--- config.mk ---
export PLATFORM = sky130hd
export DESIGN_NAME = cif_core_flags
export DESIGN_NICKNAME = d
export VERILOG_FILES = /design/src/cif_core_flags.v /design/src/cif_irq_arb.v /design/src/cif_addr_dec.v
export VERILOG_INCLUDE_DIRS = /design/src
export SDC_FILE = /design/constraint.sdc
export NUM_CORES = 1
export LEC_CHECK = 0
export ABC_AREA = 1
export BUFFER_PORTS_ARGS = -buffer_cell sky130_fd_sc_hd__buf_2
export CORE_UTILIZATION = 40
export CTS_CLUSTER_DIAMETER = 100
export DETAILED_ROUTE_END_ITERATION = 8
export GPL_TIMING_DRIVEN = 0
export PLACE_DENSITY = 0.7
export SLEW_MARGIN = 20
export SYNTH_ARGS = -nofsm -noshare
export SYNTH_HDL_FRONTEND = slang
export SYNTH_SLANG_ARGS = --single-unit
--- constraint.sdc ---
create_clock -name mclk_i -period 3.98 [get_ports mclk_i]
set_input_delay 0.796 -clock mclk_i [delete_from_list [all_inputs] [get_ports mclk_i]]
set_output_delay 0.796 -clock mclk_i [all_outputs]
set_load 0.005 [all_outputs]
--- src/cif_defines.vh ---
// Constants for the core interrupt flags and address decode block
`ifndef CIF_DEFINES_VH
`define CIF_DEFINES_VH
`define CIF_OFF_FLAGS 12'h000
`define CIF_OFF_REQ 12'h004
`define CIF_OFF_ACK 12'h008
`define CIF_OFF_SWI 12'h00C
`define CIF_OFF_DEC_ADDR 12'h010
`define CIF_OFF_DEC_RES 12'h014
`define CIF_OFF_BANK 12'h018
`define CIF_OFF_CORE 12'h020
`define CIF_BIT_IEN 0
`define CIF_BIT_USEL 1
`define CIF_BIT_RSV 2
`define CIF_POS_PPL 4
`define CIF_W_PPL 3
`define CIF_RST_IEN 1'h0
`define CIF_RST_USEL 1'h0
`define CIF_RST_PPL 3'h0
`define CIF_SWI_MAX 6'h1F
`define CIF_SPACE_TOP 20'hFFFFF
`define CIF_SPEC_LO 20'h00000
`define CIF_SPEC_HI 20'h002FF
`define CIF_RAM_LO 20'h00400
`define CIF_ROM_HI 20'h0FFFF
`define CIF_VEC_LO 20'h0FFDC
`define CIF_VEC_HI 20'h0FFFF
`define CIF_DFL_LO 20'h02400
`define CIF_DFL_HI 20'h02BFF
`define CIF_RAM_SIZE 20'h00400
`define CIF_ROM_SIZE 20'h04000
`define CIF_NUM_CORE 13
`define CIF_NUM_BANKED 7
`define CIF_HAS_DFL 1'h1
`define CIF_RSV_READ 32'h00000000
`endif

--- src/cif_core_flags.v ---
// Core interrupt flags, register banks and address map behind APB
// Notes on behaviour
// Enable flag zero blocks maskable interrupts
// Acknowledge of any interrupt clears enable; software numbers above 1Fh leave it set
// Stack select picks interrupt or user pointer
// Hardware ack or low software number clears select
// Priority level is three bits, zero to seven
// Accept only strictly higher request priority
// Reserved flag bit written zero, reads undefined
// Decode full 1 Mbyte space
// Program ROM ends at 0FFFFh, grows down
// Vector table at 0FFDCh to 0FFFFh
// RAM starts 00400h, grows upward
// RAM holds data, returns and interrupt stack
// Peripheral registers in 00000h to 002FFh
// Software avoids unassigned special addresses
// Data flash at 02400h to 02BFFh
// Thirteen core registers, seven banked twice
// Enable and priority checked together
// Unassigned special reads harmless, writes ignored
`timescale 1ns/10ps
`default_nettype none
`include "cif_defines.vh"
module cif_core_flags (
  input wire mclk_i,
  input wire rst_b_i,
  input wire psel_i,
  input wire penable_i,
  input wire pwrite_i,
  input wire [11:0] paddr_i,
  input wire [31:0] pwdata_i,
  input wire [3:0] pstrb_i,
  output reg [31:0] prdata_o,
  output reg pready_o,
  output reg pslverr_o,
  output reg irq_take_o,
  output reg ien_o,
  output reg usel_o,
  output reg [2:0] ppl_o,
  output reg [5:0] region_o
);
  localparam ST_IDLE = 2'b01;
  localparam ST_DONE = 2'b10;
  reg [1:0] state;
  reg [1:0] next_state;
  reg ien;
  reg usel;
  reg [2:0] ppl;
  reg req;
  reg [2:0] req_lvl;
  reg [19:0] dec_addr;
  reg bank;
  reg [15:0] interrupt_stack_pointer;
  reg [15:0] user_stack_pointer;
  reg [15:0] core [0:`CIF_NUM_CORE+`CIF_NUM_BANKED-1];
  wire accept;
  wire [5:0] region;
  wire setup;
  wire wr;
  wire [4:0] cidx;
  wire [4:0] phys;
  wire core_hit;
  wire [15:0] sp_sel;
  wire swi_hit;
  wire hw_ack;
  reg [31:0] rdata;
  reg err;

  cif_irq_arb cif_irq_arb_i (
    .ien_i(ien),
    .ppl_i(ppl),
    .req_i(req),
    .req_lvl_i(req_lvl),
    .accept_o(accept)
  );

  cif_addr_dec cif_addr_dec_i (
    .addr_i(dec_addr),
    .dfl_en_i(`CIF_HAS_DFL),
    .region_o(region)
  );

  assign setup = psel_i && !penable_i;
  assign wr = psel_i && penable_i && pwrite_i && (state == ST_DONE);
  // Core register n sits at CORE + 4*n, n = 0..12
  assign cidx = paddr_i[6:2] - 5'h08;
  assign core_hit = (paddr_i[11:7] == 5'h00) && (paddr_i[6:5] != 2'b00) &&
                    (cidx < 5'h0D);
  // Bank one copies of entries 0..6 live in slots 13..19 of their own, so
  // switching banks never disturbs the unbanked entries 7..12
  assign phys = (bank && cidx < 5'h07) ? cidx + 5'h0D : cidx;
  assign sp_sel = usel ? user_stack_pointer :
                  interrupt_stack_pointer;
  assign hw_ack = accept;
  assign swi_hit = wr && (paddr_i == `CIF_OFF_SWI) &&
                   (pwdata_i[5:0] <= `CIF_SWI_MAX);

  // No wait state: setup latches read data and error, access completes next edge
  always @* begin
    next_state = state;
    case (state)
      ST_IDLE: begin
        if (setup) begin
          next_state = ST_DONE;
        end
      end
      ST_DONE: begin
        next_state = ST_IDLE;
      end
      default: begin
        next_state = ST_IDLE;
      end
    endcase
  end

  always @* begin
    rdata = 32'h00000000;
    err = 1'b0;
    if (paddr_i == `CIF_OFF_FLAGS) begin
      rdata[`CIF_BIT_IEN] = ien;
      rdata[`CIF_BIT_USEL] = usel;
      rdata[`CIF_BIT_RSV] = 1'b0;
      rdata[`CIF_POS_PPL +: `CIF_W_PPL] = ppl;
    end else if (paddr_i == `CIF_OFF_REQ) begin
      rdata = {28'h0000000, req_lvl, req};
    end else if (paddr_i == `CIF_OFF_ACK) begin
      rdata = {16'h0000, sp_sel};
    end else if (paddr_i == `CIF_OFF_DEC_ADDR) begin
      rdata = {12'h000, dec_addr};
    end else if (paddr_i == `CIF_OFF_DEC_RES) begin
      rdata = {26'h0000000, region};
    end else if (paddr_i == `CIF_OFF_BANK) begin
      rdata = {31'h00000000, bank};
    end else if (core_hit) begin
      rdata = {16'h0000, core[phys]};
    end else if (paddr_i != `CIF_OFF_SWI) begin
      rdata = `CIF_RSV_READ;
      err = 1'b1;
    end
  end

  always @(posedge mclk_i) begin
    if (!rst_b_i) begin
      state <= ST_IDLE;
      pready_o <= 1'b0;
      prdata_o <= 32'h00000000;
      pslverr_o <= 1'b0;
    end else begin
      state <= next_state;
      pready_o <= setup;
      pslverr_o <= setup ? err : 1'b0;
      if (setup) begin
        prdata_o <= pwrite_i ? 32'h00000000 : rdata;
      end
    end
  end

  always @(posedge mclk_i) begin
    if (!rst_b_i) begin
      ien <= `CIF_RST_IEN;
      usel <= `CIF_RST_USEL;
      ppl <= `CIF_RST_PPL;
      req <= 1'b0;
      req_lvl <= 3'h0;
      dec_addr <= 20'h00000;
      bank <= 1'b0;
      interrupt_stack_pointer <= 16'h0000;
      user_stack_pointer <= 16'h0000;
    end else begin
      if (wr && paddr_i == `CIF_OFF_FLAGS && pstrb_i[0]) begin
        ien <= pwdata_i[`CIF_BIT_IEN];
        usel <= pwdata_i[`CIF_BIT_USEL];
        ppl <= pwdata_i[`CIF_POS_PPL +: `CIF_W_PPL];
      end
      if (wr && paddr_i == `CIF_OFF_REQ && pstrb_i[0]) begin
        req <= pwdata_i[0];
        req_lvl <= pwdata_i[3:1];
      end
      if (wr && paddr_i == `CIF_OFF_DEC_ADDR) begin
        dec_addr <= pwdata_i[19:0];
      end
      if (wr && paddr_i == `CIF_OFF_BANK && pstrb_i[0]) begin
        bank <= pwdata_i[0];
      end
      // Stack pointer slots written through the acknowledge register
      if (wr && paddr_i == `CIF_OFF_ACK) begin
        if (usel) begin
          user_stack_pointer <= pwdata_i[15:0];
        end else begin
          interrupt_stack_pointer <= pwdata_i[15:0];
        end
      end
      // Hardware acceptance overrides a same-cycle flag write
      if (hw_ack) begin
        ien <= 1'b0;
        usel <= 1'b0;
        ppl <= req_lvl;
        req <= 1'b0;
      end
      if (swi_hit) begin
        usel <= 1'b0;
        ien <= 1'b0;
      end
    end
  end

  genvar g;
  generate
    for (g = 0; g < `CIF_NUM_CORE + `CIF_NUM_BANKED; g = g + 1)
    begin : g_core
      always @(posedge mclk_i) begin
        if (!rst_b_i) begin
          core[g] <= 16'h0000;
        end else if (wr && core_hit && phys == g) begin
          core[g] <= pwdata_i[15:0];
        end
      end
    end
  endgenerate

  always @(posedge mclk_i) begin
    if (!rst_b_i) begin
      irq_take_o <= 1'b0;
      ien_o <= `CIF_RST_IEN;
      usel_o <= `CIF_RST_USEL;
      ppl_o <= `CIF_RST_PPL;
      region_o <= 6'h00;
    end else begin
      irq_take_o <= hw_ack;
      ien_o <= ien;
      usel_o <= usel;
      ppl_o <= ppl;
      region_o <= region;
    end
  end
endmodule // cif_core_flags
`default_nettype wire

--- src/cif_irq_arb.v ---
// Interrupt acceptance: enable flag and priority compare together
`timescale 1ns/10ps
`default_nettype none
module cif_irq_arb (
  input wire ien_i,
  input wire [2:0] ppl_i,
  input wire req_i,
  input wire [2:0] req_lvl_i,
  output wire accept_o
);
  // Both terms in one gate so neither can be stale against the other
  assign accept_o = req_i & ien_i & (req_lvl_i > ppl_i);
endmodule // cif_irq_arb
`default_nettype wire

--- src/cif_addr_dec.v ---
// Fixed address map decode of the 1 Mbyte space
`timescale 1ns/10ps
`default_nettype none
`include "cif_defines.vh"
module cif_addr_dec (
  input wire [19:0] addr_i,
  input wire dfl_en_i,
  output wire [5:0] region_o
);
  wire [19:0] rom_lo;
  wire [19:0] ram_hi;
  wire in_special;
  wire in_ram;
  wire in_rom;
  wire in_vec;
  wire in_dfl;
  wire in_none;
  assign rom_lo = `CIF_ROM_HI - `CIF_ROM_SIZE + 20'h00001;
  assign ram_hi = `CIF_RAM_LO + `CIF_RAM_SIZE - 20'h00001;
  assign in_special = addr_i <= `CIF_SPEC_HI;
  assign in_ram = (addr_i >= `CIF_RAM_LO) && (addr_i <= ram_hi);
  assign in_vec = (addr_i >= `CIF_VEC_LO) && (addr_i <= `CIF_VEC_HI);
  assign in_rom = (addr_i >= rom_lo) && (addr_i <= `CIF_ROM_HI) && !in_vec;
  assign in_dfl = dfl_en_i && (addr_i >= `CIF_DFL_LO) &&
                  (addr_i <= `CIF_DFL_HI);
  // Whole 20-bit space is covered; anything else falls to unmapped
  assign in_none = !(in_special | in_ram | in_rom | in_vec | in_dfl);
  assign region_o = {in_none, in_dfl, in_vec, in_rom, in_ram, in_special};
endmodule // cif_addr_dec
`default_nettype wire

==> out/results.ini <==
[logic_synthesis]
synth_common_cells=nor2_1 (435), nand2_1 (336), edfxtp_1 (320), inv_1 (177), o21ai_0 (140)
async_flop_share_pct=0
yosys.area_share.adder_pct=0.654
syn_area_um2=19100
synth-edff-count=320
yosysTopAreaCell=edfxtp_1
muxShareOfSynthArea_pct=0
synth-seq-cells=418
synth_ff_type=edfxtp_1
synth_area_per_cell_um2=9.35
synth_top_family_by_area=simple AND/OR/NAND/NOR gates
synth-xor-area-share_pct=0.131
synth_top_area_share_pct=50.2
synthCells=2048
yosys-top-cells-area=edfxtp_1 (50%), dfxtp_1 (10%), nor2_1 (8.5%), nand2_1 (6.6%), o21ai_0 (3.7%)
synth.most_common_cell=nor2_1
synth-simple-area-share_pct=20.3
ys_warn_count=0
synthDistinctLibCells=43
yosysSeqAreaShare_pct=60.5
synth_compound_area_share_pct=10.7

[pwr]
p_int_w=0.00742
p_sw_share_pct=23.2
share_comb_of_total_power_pct=7.3
finalPower_w=0.00966
leakage_nw=8.82
power.net_switching_w=0.00224
power_density_nw_per_um2=440
vdd_drop_max_mv=0.300
p_clk_share_pct=42.9
p_seq_share_pct=49.8

[sta]
rsz0062_at_grt=false
period_needed_ns=3.58
setup_tns_ns=0
timing.final.hold_violations=0
slew_violations=0
fmax_mhz=280
finClkSkew_ns=0.0134
tightest_slew_ns=0.922
setup_viol=0
slew_headroom_pct=38.4
fin_crit_sh_pct=89.9

[critical_path]
cp-end-kind=flip-flop
rrSetupSlack_ns=0.57
arrival_ns=3.86
cp-start-kind=input port
cp_max_fo=10
cp_common_cell=inv_1
crit_path_max_incr_delay_ns=0.54
timing.rr.end=core[5][9]
rr_startpoint=bank
path_class=input port to flip-flop
worst-path-buf-inv=8
cp_slowest_cell=o21ai_2
path_delay_family=buffers and inverters
crit_required_ns=4.26
path_cells=buf_2, inv_1, ha_1, inv_1, o21ai_4, nand2_2, inv_2, nand2_2, buf_2, buf_4, nor2_4, inv_1, o21ai_2, buf_8
r2r_cells=11

[worst_hold_path]
whs_path_depth=1
hold_end=state[0]
hold_start=state[0]
holdCritPathClass=flip-flop to flip-flop

[detailed_routing]
drc=1
routed_wirelength_um=56400
via_per_inst=5.49
dr.pass1.iters=7
dr.max_layer_used=met4
drt_iter0_markers=1830
vias=15500
drt-met1-wl_um=22900
drt.antenna.violating_nets=0
routedWlPerCell_um=19.9
wl_met2_um=26300
route.met3.wl_um=5200

[place]
port_buffers=70
dp_hpwl_um=40700
gp_congestion=0.942

[cts]
clkTransAtPathRegs_ns=0.06
post_cts_resized=0
cts_tree=done
cts_inserted_buffers=44
postCtsHoldBufs=0
cts_num_sinks=418
cts_root_buffer=clkbuf_16
clock_path_buffers=3
cts_setup_buffers=0
cts_max_level=2
clock_latency_ns=0.58

[floorplanning]
die_w_um=221
core-area_um2=46900
die_h_um=221
ioPinCount=99
row_count=79
dieArea_um2=48700
initial_core_util_pct=40.9

[global_route]
grt_pass1_vias=14600
grt_pass1_wl_um=84400
antenna_found_initial=0
overflow=0
grt_usage_pct=23.2
grt_max_degree=17

[finish]
nets=2250
fill_cells=4389
antenna_cells=0
drive_gt1_share_pct=12.7
area_growth_syn_to_layout_pct=14.7

[status]
violations=DRC
outcome=complete, but fails checks

[run]
drv_cap=0

==> power groups by stage <==
stage / Sequential, W / Combinational [W] / Clock, W
after floorplan: 0.00490 / 0.000412 / 0
after global placement: 0.00491 / 0.000654 / 0
after detailed placement: 0.00491 / 0.000687 / 0
after CTS: 0.00481 / 0.000691 / 0.00416
after global routing: 0.00482 / 0.000753 / 0.00432
final: 0.00481 / 0.000701 / 0.00415
==> through the flow <==
stage | setup slack (ns) | cell area (um2) | instances | utilization, % | hold WS [ns]
after floorplan | 0.0825 | 19200 | 2059 | - | 0.402
after global placement | -1.67 | 20300 | 2736 | 43.3 | 0.411
after detailed placement | -0.104 | 20500 | 2748 | 43.8 | 0.425
after CTS | 0.470 | 21900 | 2830 | 46.8 | 0.440
after global routing | 0.302 | 21900 | 2830 | 46.8 | 0.460
final | 0.403 | 21900 | 2830 | 46.8 | 0.438
==> final cells by class <==
type | instances | area [um2] | share of cell area [%]
plain buffers | 148 | 783 | 3.57
clock buffers | 63 | 1250 | 5.69
clock inverters | 19 | 191 | 0.872
inverters | 184 | 691 | 3.15
multi-input cells | 1309 | 6180 | 28.2
flip-flops and latches | 418 | 11600 | 52.7
well taps | 607 | 759 | 3.46
repair buffers | 82 | 519 | 2.37
==> routing by layer <==
layer,vias to the layer above,GRT usage (%)
li1,7095,-
met1,7521,31.0
met2,772,37.4
met3,143,3.62
met4,0,9.63
met5,-,0
==> worst register-to-register path, stage by stage (launching register included) <==
cell     delay (ns)
dfxtp_1        0.47
inv_2          0.10
o21ai_4        0.32
nand2_2        0.13
inv_2          0.17
nand2_2        0.21
buf_2          0.30
buf_4          0.26
nor2_4         0.26
inv_1          0.12
o21ai_2        0.54
buf_8          0.23
==> cells by family (layout without fill, tap and decap cells) <==
logic type                 after synthesis  in the layout
AOI/OAI and AO/OA                      373            373
xor gates and xnor gates                 2              2
adders and majority gates               10             10
buffers and inverters                  332            496
DFF                                    418            418
other                                    1             12
and+or+nand+nor                        912            912
==> cell usage in the layout, fill, tap and decap left out, types with 10 or more instances in the layout <==
| cell | Yosys | final |
|---|---|---|
| conb_1 | 1 | 12 |
| o22ai_1 | 83 | 83 |
| o21bai_1 | 12 | 12 |
| o21ai_0 | 140 | 128 |
| edfxtp_1 | 320 | 320 |
| nor2_1 | 435 | 435 |
| nand3b_1 | 24 | 24 |
| clkbuf_16 | 0 | 46 |
| a31oi_1 | 10 | 10 |
| dfxtp_1 | 98 | 98 |
| or2_2 | 19 | 19 |
| clkbuf_1 | 77 | 88 |
| o21ai_2 | 0 | 12 |
| buf_4 | 22 | 22 |
| inv_1 | 177 | 177 |
| nand3_2 | 12 | 12 |
| buf_2 | 32 | 102 |
| buf_6 | 14 | 17 |
| nand4_1 | 10 | 10 |
| o21ai_1 | 29 | 29 |
| nor3_1 | 18 | 18 |
| nand2_1 | 336 | 336 |
| nand3_1 | 36 | 36 |
| ha_1 | 10 | 10 |
| a21oi_1 | 90 | 90 |
==> flip-flops by register name, summed over array words and instances (netlist names), 6 cells and up <==
| signal | count |
|---|---|
| core | 320 |
| dec_addr | 20 |
| prdata_o | 20 |
| interrupt_stack_pointer | 16 |
| user_stack_pointer | 16 |
| region_o | 6 |
==> worst max-delay path by stage <==
stage,start,end,slack [ns],depth (start not counted)
after floorplan,paddr_i[6],core[3][0],0.08,13
after global placement,paddr_i[6],core[5][4],-1.67,13
after detailed placement,paddr_i[6],core[5][13],-0.10,14
after CTS,paddr_i[6],core[5][9],0.47,14
after global routing,paddr_i[6],core[5][9],0.30,14
final,paddr_i[6],core[5][9],0.40,14
(Power assumes the default switching activity.)
